==> src/hdl/clock_select_params.svh <==
// Offsets, field positions, reset values and bus answers of the clock selector
// Assumes an AXI4-Lite slave with 8-bit byte addresses and 32-bit data
`ifndef CLOCK_SELECT_PARAMS_SVH
`define CLOCK_SELECT_PARAMS_SVH

// Register byte offsets
`define CS_PANEL_OFS 8'h00
`define CS_MONITOR_OFS 8'h04
`define CS_MEMORY_OFS 8'h08
`define CS_CAMERA_OFS 8'h0c
`define CS_STATUS_OFS 8'h10

// Field positions in a clock control word
`define CS_SRC_LSB 0
`define CS_DIV_LSB 4
// Status word: active configs in bytes 0..3, strap ratio at this bit
`define CS_RATIO_BIT 31

// Reset values: source code in [1:0], divide code in [5:4]
`define CS_PIXEL_SRC_RST 2'h0
`define CS_MEMORY_SRC_RST 2'h1
`define CS_DIV_RST 2'h0

// Bus responses
`define CS_RESP_OKAY 2'h0
`define CS_RESP_SLVERR 2'h2

`endif

==> src/hdl/clock_select_pkg.sv <==
// Types shared by the clock selector
// Assumes clock_select_params.svh for all numeric constants
package clock_select_pkg;

	// Selection and divide code of one derived clock
	typedef struct packed {
		logic [1:0] div;
		logic [1:0] src;
	} clk_cfg_t;

	// Synchronised pins: strap, host bus, third, second, primary
	typedef logic [4:0] pin_vec_t;

	// Channel numbers
	typedef enum logic [1:0] {
		chan_panel,
		chan_monitor,
		chan_memory,
		chan_camera
	} chan_t;

endpackage : clock_select_pkg

==> src/hdl/pixel_memory_clock_select.sv <==
// Clock selection and division for panel, monitor, memory and camera clocks
// Assumes clock pins slower than core_clk / 2; outputs are core_clk-registered levels
// Contract
// - Strap fixes internal bus ratio at reset
// - Panel pixel source: primary, second, host, memory
// - Panel source passes a programmable divider
// - Monitor pixel source chosen independently, same choices
// - Monitor source divided by own divisor
// - Memory source: primary, third, host; divided
// - Camera clock from selectable source, own divider
// - Pixel divider offers four ratios
//
// The register offsets and the AXI4-Lite register port were left to the implementer.
`timescale 1ns/100ps
`include "clock_select_params.svh"

module pixel_memory_clock_select (
	// Clock and reset
	input wire logic core_clk,
	input wire logic rst,
	// Clock pins and strap
	input wire logic primary_clock_input,
	input wire logic second_clock_input,
	input wire logic third_clock_input,
	input wire logic host_bus_clock,
	input wire logic bus_ratio_strap,
	// Derived clocks
	output logic internal_bus_clock,
	output logic panel_pixel_clock,
	output logic monitor_pixel_clock,
	output logic memory_clock,
	output logic camera_port_clock,
	// AXI4-Lite write
	input wire logic [7:0] s_axi_awaddr,
	input wire logic s_axi_awvalid,
	output logic s_axi_awready,
	input wire logic [31:0] s_axi_wdata,
	input wire logic [3:0] s_axi_wstrb,
	input wire logic s_axi_wvalid,
	output logic s_axi_wready,
	output logic [1:0] s_axi_bresp,
	output logic s_axi_bvalid,
	input wire logic s_axi_bready,
	// AXI4-Lite read
	input wire logic [7:0] s_axi_araddr,
	input wire logic s_axi_arvalid,
	output logic s_axi_arready,
	output logic [31:0] s_axi_rdata,
	output logic [1:0] s_axi_rresp,
	output logic s_axi_rvalid,
	input wire logic s_axi_rready
);

	// Register index from byte address; 3'h7 means unmapped
	function automatic logic [2:0] reg_index(input logic [7:0] addr);
		case (addr)
			`CS_PANEL_OFS: reg_index = 3'h0;
			`CS_MONITOR_OFS: reg_index = 3'h1;
			`CS_MEMORY_OFS: reg_index = 3'h2;
			`CS_CAMERA_OFS: reg_index = 3'h3;
			`CS_STATUS_OFS: reg_index = 3'h4;
			default: reg_index = 3'h7;
		endcase
	endfunction : reg_index

	// Source level of one channel; lv is {memory, host, third, second, primary}
	function automatic logic pick(input logic [1:0] ch, input logic [1:0] sel, input logic [4:0] lv);
		if (ch == 2'(clock_select_pkg::chan_memory)) begin
			case (sel)
				2'h1: pick = lv[2];
				2'h2: pick = lv[3];
				default: pick = lv[0];
			endcase
		end else begin
			case (sel)
				2'h0: pick = lv[0];
				2'h1: pick = lv[1];
				2'h2: pick = lv[3];
				default: pick = lv[4];
			endcase
		end
	endfunction : pick

	// Source edges in the high phase: ratio div+1, high while count < (div+2)/2
	function automatic logic high_phase(input logic [1:0] cnt, input logic [1:0] div);
		high_phase = {1'b0, cnt} < (3'({1'b0, div}) + 3'h2) >> 1;
	endfunction : high_phase
	clock_select_pkg::pin_vec_t pin_s1_r;
	clock_select_pkg::pin_vec_t pin_s2_r;
	logic [3:0] pin_prev_r;
	logic mem_prev_r;
	logic strap_done_r;
	logic ratio_half_r;
	logic bus_clk_r;
	clock_select_pkg::clk_cfg_t cfg_r [4];
	clock_select_pkg::clk_cfg_t act_r [4];
	logic [1:0] cnt_r [4];
	logic [3:0] out_r;
	logic [4:0] cur_lv;
	logic [4:0] prev_lv;
	logic [3:0] lvl;
	logic [3:0] rise;
	logic [3:0] swap;
	logic aw_got_r;
	logic w_got_r;
	logic [7:0] awaddr_r;
	logic [31:0] wdata_r;
	logic wstrb0_r;
	logic bvalid_r;
	logic [1:0] bresp_r;
	logic rvalid_r;
	logic [31:0] rdata_r;
	logic [1:0] rresp_r;
	logic [2:0] wr_idx;
	logic [2:0] rd_idx;

	// Pin synchronisers; no reset, so the strap is settled when reset ends
	always_ff @(posedge core_clk) begin
		pin_s1_r <= {bus_ratio_strap, host_bus_clock, third_clock_input, second_clock_input, primary_clock_input};
		pin_s2_r <= pin_s1_r;
		pin_prev_r <= pin_s2_r[3:0];
	end

	// Strap caught once after reset release, then frozen
	always_ff @(posedge core_clk or posedge rst) begin
		if (rst) begin
			strap_done_r <= 1'b0;
			ratio_half_r <= 1'b0;
		end else if (!strap_done_r) begin
			strap_done_r <= 1'b1;
			ratio_half_r <= pin_s2_r[4];
		end
	end

	// Internal bus clock: follows host clock or toggles on its rising edge
	always_ff @(posedge core_clk or posedge rst) begin
		if (rst) begin
			bus_clk_r <= 1'b0;
		end else if (!ratio_half_r) begin
			bus_clk_r <= pin_s2_r[3];
		end else if (pin_s2_r[3] && !pin_prev_r[3]) begin
			bus_clk_r <= !bus_clk_r;
		end
	end

	// Source selection and edge detection per channel
	always_comb begin
		cur_lv = {out_r[2], pin_s2_r[3:0]};
		prev_lv = {mem_prev_r, pin_prev_r};
		for (int i = 0; i < 4; i++) begin
			lvl[i] = pick(2'(i), act_r[i].src, cur_lv);
			rise[i] = lvl[i] && !pick(2'(i), act_r[i].src, prev_lv);
			swap[i] = (cfg_r[i] != act_r[i]) && !out_r[i] &&
				(act_r[i].div == 2'h0 || (rise[i] && cnt_r[i] == act_r[i].div));
		end
	end

	// Dividers; a new selection takes over only while the output is low, at the end of a low phase when dividing
	always_ff @(posedge core_clk or posedge rst) begin
		if (rst) begin
			for (int i = 0; i < 4; i++) begin
				act_r[i] <= (i == 2) ? {`CS_DIV_RST, `CS_MEMORY_SRC_RST} : {`CS_DIV_RST, `CS_PIXEL_SRC_RST};
				cnt_r[i] <= 2'h0;
			end
			out_r <= 4'h0;
			mem_prev_r <= 1'b0;
		end else begin
			mem_prev_r <= out_r[2];
			for (int i = 0; i < 4; i++) begin
				if (swap[i]) begin
					act_r[i] <= cfg_r[i];
					cnt_r[i] <= 2'h0;
					out_r[i] <= 1'b0;
				end else if (act_r[i].div == 2'h0) begin
					out_r[i] <= lvl[i];
				end else if (rise[i]) begin
					cnt_r[i] <= (cnt_r[i] == act_r[i].div) ? 2'h0 : cnt_r[i] + 2'h1;
					out_r[i] <= high_phase((cnt_r[i] == act_r[i].div) ? 2'h0 : cnt_r[i] + 2'h1, act_r[i].div);
				end
			end
		end
	end

	assign internal_bus_clock = bus_clk_r;
	assign panel_pixel_clock = out_r[0];
	assign monitor_pixel_clock = out_r[1];
	assign memory_clock = out_r[2];
	assign camera_port_clock = out_r[3];

	// AXI4-Lite write channel
	assign s_axi_awready = !aw_got_r && !bvalid_r;
	assign s_axi_wready = !w_got_r && !bvalid_r;
	assign s_axi_bvalid = bvalid_r;
	assign s_axi_bresp = bresp_r;
	assign wr_idx = reg_index(awaddr_r);

	always_ff @(posedge core_clk or posedge rst) begin
		if (rst) begin
			aw_got_r <= 1'b0;
			w_got_r <= 1'b0;
			awaddr_r <= 8'h00;
			wdata_r <= 32'h0000_0000;
			wstrb0_r <= 1'b0;
			bvalid_r <= 1'b0;
			bresp_r <= `CS_RESP_OKAY;
			for (int i = 0; i < 4; i++) begin
				cfg_r[i] <= (i == 2) ? {`CS_DIV_RST, `CS_MEMORY_SRC_RST} : {`CS_DIV_RST, `CS_PIXEL_SRC_RST};
			end
		end else begin
			if (s_axi_awvalid && s_axi_awready) begin
				aw_got_r <= 1'b1;
				awaddr_r <= s_axi_awaddr;
			end
			if (s_axi_wvalid && s_axi_wready) begin
				w_got_r <= 1'b1;
				wdata_r <= s_axi_wdata;
				wstrb0_r <= s_axi_wstrb[0];
			end
			if (aw_got_r && w_got_r) begin
				aw_got_r <= 1'b0;
				w_got_r <= 1'b0;
				bvalid_r <= 1'b1;
				bresp_r <= (wr_idx == 3'h7) ? `CS_RESP_SLVERR : `CS_RESP_OKAY;
				if (wr_idx < 3'h4 && wstrb0_r) begin
					cfg_r[wr_idx[1:0]] <= {wdata_r[`CS_DIV_LSB +: 2], wdata_r[`CS_SRC_LSB +: 2]};
				end
			end else if (bvalid_r && s_axi_bready) begin
				bvalid_r <= 1'b0;
			end
		end
	end

	// AXI4-Lite read channel
	assign s_axi_arready = !rvalid_r;
	assign s_axi_rvalid = rvalid_r;
	assign s_axi_rdata = rdata_r;
	assign s_axi_rresp = rresp_r;
	assign rd_idx = reg_index(s_axi_araddr);

	always_ff @(posedge core_clk or posedge rst) begin
		if (rst) begin
			rvalid_r <= 1'b0;
			rdata_r <= 32'h0000_0000;
			rresp_r <= `CS_RESP_OKAY;
		end else if (s_axi_arvalid && s_axi_arready) begin
			rvalid_r <= 1'b1;
			rresp_r <= (rd_idx == 3'h7) ? `CS_RESP_SLVERR : `CS_RESP_OKAY;
			if (rd_idx < 3'h4) begin
				rdata_r <= {26'h0, cfg_r[rd_idx[1:0]].div, 2'h0, cfg_r[rd_idx[1:0]].src};
			end else if (rd_idx == 3'h4) begin
				rdata_r <= {ratio_half_r, 3'h0, act_r[3], 4'h0, act_r[2], 4'h0, act_r[1], 4'h0, act_r[0]};
			end else begin
				rdata_r <= 32'h0000_0000;
			end
		end else if (rvalid_r && s_axi_rready) begin
			rvalid_r <= 1'b0;
		end
	end
endmodule : pixel_memory_clock_select

==> config.mk <==
export PLATFORM = sky130hd
export DESIGN_NAME = pixel_memory_clock_select
export DESIGN_NICKNAME = d
export VERILOG_FILES = /design/src/hdl/clock_select_pkg.sv /design/src/hdl/pixel_memory_clock_select.sv
export VERILOG_INCLUDE_DIRS = /design/src /design/src/hdl
export SDC_FILE = /design/constraint.sdc
export NUM_CORES = 1
export LEC_CHECK = 0
export ABC_CLOCK_PERIOD_IN_PS = 4000
export BUFFER_PORTS_ARGS = -buffer_cell sky130_fd_sc_hd__buf_4
export CAP_MARGIN = 20
export CORE_AREA = 2 2 95 97
export DETAILED_ROUTE_END_ITERATION = 10
export DIE_AREA = 0 0 97 99
export GPL_TIMING_DRIVEN = 0
export PLACE_DENSITY = 0.94
export SYNTH_ARGS = -nofsm -noshare
export SYNTH_HDL_FRONTEND = slang
export SYNTH_SLANG_ARGS = --single-unit
==> constraint.sdc <==
create_clock -name core_clk -period 4 [get_ports core_clk]
set_input_delay 0.2 -clock core_clk [delete_from_list [all_inputs] [get_ports core_clk]]
set_output_delay 0.2 -clock core_clk [all_outputs]
set_load 0.03 [all_outputs]
Word-level counts from Yosys, hierarchy flattened
Index checks and enable logic that the tools add are counted.

storage, ports and cells
  bits in registers = 117
  bits of input ports = 64
  output and inout bits = 46
  word-level logic and storage cells = 221

cells by class
  $add $sub $neg = 8
  order comparisons = 9
  equality and inequality tests = 32
  multiplexer cells = 58
  bitwise gates (word level) = 2
  reduce and logical (&&, ||, !) cells = 71

operators with widths
  cell                 count
  $mux 32              2
  $mux 2               18
  $eq 8x4->1 const B   4
  $pmux 3 s5           2
  $logic_and 1x1->1    27
  $mux 1               22
  $pmux 1 s3           6
  $bwmux 16            1
  $eq 8x3->1 const B   2
  $eq 8x5->1 const B   2
  $logic_not 8->1      2
  $ne 4x4->1           4
  $reduce_bool 2->1    8
  $logic_not 1->1      14
  $logic_not 2->1      7
  $add 2x2->3 const B  4
  $mux 4               3
  $reduce_bool 3->1    4
  $reduce_and 2->1     5
  $eq 3x3->1 const B   3
  $add 2x1->2 const B  4
  $bmux 4 s2           1
  $demux 4 s2          1
  $eq 2x1->1 const B   4
  other kinds (11)     30

Depth between registers and ports, before layout
  word-level depth = 9
  gate-level depth with buffers = 9
  gate-level depth less buffers = 8

Worst setup path after synthesis
Ideal clock, no wire load.

  path type = register to register
  from = register act_r[4] (netlist bit)
  to = register act_r[5] (netlist bit)
  setup time = 0.125 ns
  data arrival time = 2.059 ns
  data required time = 3.875 ns
  path slack = 1.816 ns
  cell stages (with the launch flop) = 7
  buffers on the path = 0
  period minus slack after synthesis = 2.184 ns
  path through = dfstp_2 > inv_1 > ha_1 > a221o_1 > o211a_1 > o2111ai_1 > mux2_2

between the ends
  longest elaborated chain between the ends = 7
  elaborated cells between the ends (all ways) = 11
  classes of those cells = eq/ne (3); mux (2); reduce/logical (6)

ends and longest elaborated chain
  what                                             line                              text
  start: declaration                               pixel_memory_clock_select.sv:96   clock_select_pkg::clk_cfg_t act_r [4];
  start signal: indexed assignment                 pixel_memory_clock_select.sv:162  act_r[i] <= (i == 2) ? {`CS_DIV_RST, `CS_MEMORY_SRC_RST} : {`CS_DIV_RST, `CS_PIXEL_SRC_RST};
  start signal: indexed assignment                 pixel_memory_clock_select.sv:171  act_r[i] <= cfg_r[i];
  $eq 2x2->1 / $eq 2x1->1 (equally long branches)  pixel_memory_clock_select.sv:69   case (sel)
  $pmux 1 s2                                       pixel_memory_clock_select.sv:69
  $logic_not 1->1                                  pixel_memory_clock_select.sv:152  rise[i] = lvl[i] && !pick(2'(i), act_r[i].src, prev_lv);
  $logic_and 1x1->1                                pixel_memory_clock_select.sv:152
  $logic_and 1x1->1                                pixel_memory_clock_select.sv:154  (act_r[i].div == 2'h0 || (rise[i] && cnt_r[i] == act_r[i].div));
  $logic_or 1x1->1                                 pixel_memory_clock_select.sv:154
  $logic_and 1x1->1 *                              pixel_memory_clock_select.sv:153  swap[i] = (cfg_r[i] != act_r[i]) && !out_r[i] &&

Mark *: on every way between the ends. The rest lies on a longest branch, timed or not.
A chain may end at the register's enable or synchronous reset.

Worst setup path after layout
Ends and elaborated chain as after synthesis.

==> run summary <==
In this run the cell area of the synthesized design comes to 0.00486 mm^2. Based on the critical path, the design can be clocked at up to 416 MHz. The vias per cell is 5.76. The run finished with clean final reports. The number of rows in the core area came out at 34. A synthesized cell averages 11.8 um^2. In the synthesized netlist, the number of instances is 413.

In this run the critical register-to-register path is captured at act_r[5]. The post-layout worst setup margin is 1.60 ns. The flip-flop and latch count after synthesis is 100. Of the cells placed in the final design, the portion with a size suffix greater than 1 is 0.320. The class of the tightest hold or removal check is primary input to register.

TritonCTS built the clock tree. The number of antenna violations at the first check in global routing came out at 0. The count of routing violations after the opening detailed-route iteration came out at 199. The clock period could shrink to 2.40 ns.

In the synthesized netlist, the cells that appear most often are sky130_fd_sc_hd__dfrtp_1 (84), sky130_fd_sc_hd__mux2_2 (51), sky130_fd_sc_hd__o21ai_0 (28), sky130_fd_sc_hd__inv_1 (23), sky130_fd_sc_hd__nor2_1 (18). For this run, design rule violations remaining after detail routing come to 0. For this run, the number of Yosys warnings is 0.

The type of destination of the critical path is a register. The start point of the worst hold path is s_axi_rready. The number of filler cells placed in the layout came out at 600.

The element type at the critical path start is a register. The area occupied by registers came out at 0.00243 mm^2. The sum of net half-perimeters after detailed placement came out at 7570 um. The biggest area contributor in the post-synthesis netlist is sky130_fd_sc_hd__dfrtp_1.

After detailed placement, the total cell area comes to 0.00555 mm^2. Along the worst hold path, the cell count comes to 2. For this design the static power due to leakage is 2.64 nW.

The number of clock buffers added by TritonCTS is 9. Setup repair after global routing left no endpoint under its margin. The transition time at the pin with the least slew margin is 0.611 ns. The sequential area share after synthesis is 0.501. Yosys attributes the largest share of cell area to sky130_fd_sc_hd__dfrtp_1 (43%), sky130_fd_sc_hd__mux2_2 (12%), sky130_fd_sc_hd__dfxtp_1 (5.8%). The remaining antenna violation count came out at 0. At the worst endpoint, the required time is 4.25 ns. The post-placement worst setup slack came out at 1.63 ns. Wires add up to 10300 um. On the final layout, the worst clock skew is 0.00793 ns. Input and output buffers added on the ports amount to 63. The tree is rooted in a sky130_fd_sc_hd__clkbuf_8. The number of nets in the final layout is 578. The number of placed cells counting well taps came out at 599. The setup path with the least slack is of type register to register. The wire length of the first global-routing pass is 17100 um. The area of the die is 0.00960 mm^2. The worst reg2reg path depth is 6. With fillers left out, the area of the finished cells amounts to 0.00579 mm^2. The total vias in the final route is 3579.

The area of the multi-input gates came out at 0.00221 mm^2. The worst flop-to-flop path startpoint is act_r[4]. The final setup TNS is 0 ns. The period utilization came out at 0.600. At the later pin of the worst-skew pair, clock insertion delay measures 0.35 ns. The clock-pin slew of the registers on the worst-case setup and hold paths is 0.09 ns.

The all-layer global routing usage is 0.220. The core region is 0.00855 mm^2. The average wire length per cell after detail routing came out at 16.6 um. The worst reg-to-reg setup slack came out at 1.60 ns. The floorplan die height came out at 99 um. The number of sinks handled by clock tree synthesis came out at 100. The final weighted congestion in routability-driven placement is 0.922. The count of TritonRoute iterations in the first routing pass is 4. The post-synthesis async set-or-reset flop share is 0.860. The stage delay of the slowest cell on the critical path is 0.59 ns. In this run the power density over the cells is 513 mW/mm^2. The endpoint of the worst hold-timing path is s_axi_rvalid. The final count of hold timing violations came out at 0. The setup violation total in the final timing report is 0. Global routing finished with a remaining overflow of 0.

The number of cells in the finished layout apart from fillers is 621. The die span in x is 97 um. The library cell contributing the largest single delay on the critical path is sky130_fd_sc_hd__dfstp_2. The effective utilization at floorplan came out at 0.568. During I/O placement, the number of pins put on the boundary was 110. The signal on the critical path passes through inv_1, ha_1, a221o_1, o211a_1, o2111ai_1, mux2_2. The highest net fanout along the worst path is 7. The post-route core utilization came out at 0.677. The pin count of the biggest net entering global routing is 49. The distinct cell type count of the synthesized netlist is 54. The max-capacitance violation count is 0.

After clock tree synthesis, the repair step resized 0 gates. The number of global-route vias before repair is 3596. Yosys mapped a number of flops with a built-in enable equal to 0.

sky130_fd_sc_hd__dfrtp_1 is the most common cell in the netlist. The maximum vdd ir drop came out at 382 uV. The endpoint arrival time on the critical path is 2.65 ns. The largest buffer count on any clock path came out at 2. The start point of the critical path is act_r[4]. The most used flip-flop cell after synthesis is sky130_fd_sc_hd__dfrtp_1.

The number of antenna diodes in the final layout is 0. The area growth from synthesis to final layout came out at 19.3%. The share of Yosys cell area claimed by the top area cell type is 0.433. The H-tree depth reported by CTS came out at 3. Headroom to the max-slew limit came out at 0.589. The max-slew violation count came out at 0.
metal layers:
metal  share of wire  track usage
met1            0.43        0.286
met2            0.49        0.368
met3           0.058       0.0390
met4           0.022       0.0921
met5               0            0
where the power goes:
| group | leakage, nW | switching [mW] | internal (mW) |
|---|---|---|---|
| Combinational | 1.30 | 0.479 | 0.461 |
| Sequential | 1.25 | 0.218 | 1.19 |
| Clock | 0.0866 | 0.333 | 0.289 |
worst max-delay path, delay by kind of cell (launching register included):
| kind | cells | cell delay, ns |
|---|---|---|
| AOI/OAI and AO/OA | 3 | 0.92 |
| DFF | 1 | 0.59 |
| muxes | 1 | 0.39 |
| adders and majority gates | 1 | 0.34 |
| buffers and inverters | 1 | 0.06 |
stage by stage:
stage / power [mW] / hold WS [ns]
2_1_floorplan: 2.07 / 0.228
3_3_place_gp: 2.29 / 0.304
3_5_place_dp: 2.35 / 0.283
4_1_cts: 2.98 / 0.00847
5_1_grt: 3.14 / 0.0231
6_report: 2.97 / 0.0168
repair_timing:
item,CTS,global route
buffers inserted,0,0
endpoints found under the setup margin,0,0
endpoints found under the hold margin,41,0
hold buffers,6,0
state kept, by name, summed over array words and instances, names as in the netlist:
register            cells
ratio_half_r            1
s_axi_bresp             1
s_axi_rvalid            1
out_r                   4
s_axi_rresp             1
mem_prev_r              1
wdata_r                 4
aw_got_r                1
pin_s2_r                5
internal_bus_clock      1
awaddr_r                8
pin_prev_r              4
strap_done_r            1
cfg_r                  16
s_axi_rdata            19
wstrb0_r                1
cnt_r                   8
s_axi_bvalid            1
w_got_r                 1
pin_s1_r                5
act_r                  16
cell type report:
class | count | share of cell area
multi-input cells | 273 | 0.382
repair buffers | 70 | 0.0968
inverters | 23 | 0.0153
clock buffers | 12 | 0.0233
flip-flops and latches | 100 | 0.420
clock inverters | 4 | 0.00864
well taps | 108 | 0.0233
plain buffers | 31 | 0.0302
how the worst max path moves through the flow:
stage	to	slack [ns]	cells after the start
5_1_grt	act_r[7]	1.47	6
6_report	act_r[5]	1.60	6
2_1_floorplan	act_r[0]	1.58	1
3_5_place_dp	act_r[5]	1.63	6
4_1_cts	act_r[5]	1.61	6
3_3_place_gp	out_r[3]	0.70	2
placed cells by master, fill, tap and decap left out, types with 3 or more instances in the layout:
cell / synthesis / routed
sky130_fd_sc_hd__a21boi_0: 3 / 3
sky130_fd_sc_hd__a21oi_1: 8 / 8
sky130_fd_sc_hd__a221o_1: 5 / 5
sky130_fd_sc_hd__a22o_1: 16 / 16
sky130_fd_sc_hd__a32o_1: 4 / 4
sky130_fd_sc_hd__a41oi_1: 7 / 7
sky130_fd_sc_hd__and2_1: 4 / 4
sky130_fd_sc_hd__and3_1: 3 / 3
sky130_fd_sc_hd__buf_4: 15 / 78
sky130_fd_sc_hd__clkbuf_1: 14 / 17
sky130_fd_sc_hd__clkbuf_8: 0 / 9
sky130_fd_sc_hd__conb_1: 2 / 16
sky130_fd_sc_hd__dfrtp_1: 84 / 84
sky130_fd_sc_hd__dfxtp_1: 14 / 14
sky130_fd_sc_hd__dlygate4sd3_1: 0 / 6
sky130_fd_sc_hd__ha_1: 6 / 6
sky130_fd_sc_hd__inv_1: 23 / 22
sky130_fd_sc_hd__mux2_2: 51 / 51
sky130_fd_sc_hd__mux4_2: 6 / 6
sky130_fd_sc_hd__nand2_1: 10 / 10
sky130_fd_sc_hd__nand2b_1: 5 / 5
sky130_fd_sc_hd__nand3_1: 5 / 5
sky130_fd_sc_hd__nor2_1: 18 / 18
sky130_fd_sc_hd__nor2b_1: 15 / 15
sky130_fd_sc_hd__nor3_1: 3 / 3
sky130_fd_sc_hd__o2111ai_2: 3 / 3
sky130_fd_sc_hd__o21ai_0: 28 / 28
sky130_fd_sc_hd__o21bai_1: 4 / 4
sky130_fd_sc_hd__o221ai_1: 4 / 4
sky130_fd_sc_hd__o22ai_1: 4 / 4
sky130_fd_sc_hd__xnor2_1: 16 / 16
kinds of logic (layout without fill, tap and decap cells):
| family | count (synthesis) | after routing | share of synthesized area |
|---|---|---|---|
| flip-flops | 100 | 100 | 0.501 |
| AND/OR/NAND/NOR | 75 | 75 | 0.0933 |
| other | 2 | 16 | 0.00155 |
| adder cells (fa/ha/maj) | 7 | 7 | 0.0175 |
| multiplexers | 57 | 57 | 0.146 |
| AO/OA/AOI/OAI | 102 | 102 | 0.157 |
| XOR/XNOR | 16 | 16 | 0.0289 |
| buffers and inverters | 54 | 140 | 0.0539 |
(Power assumes the default switching activity.)
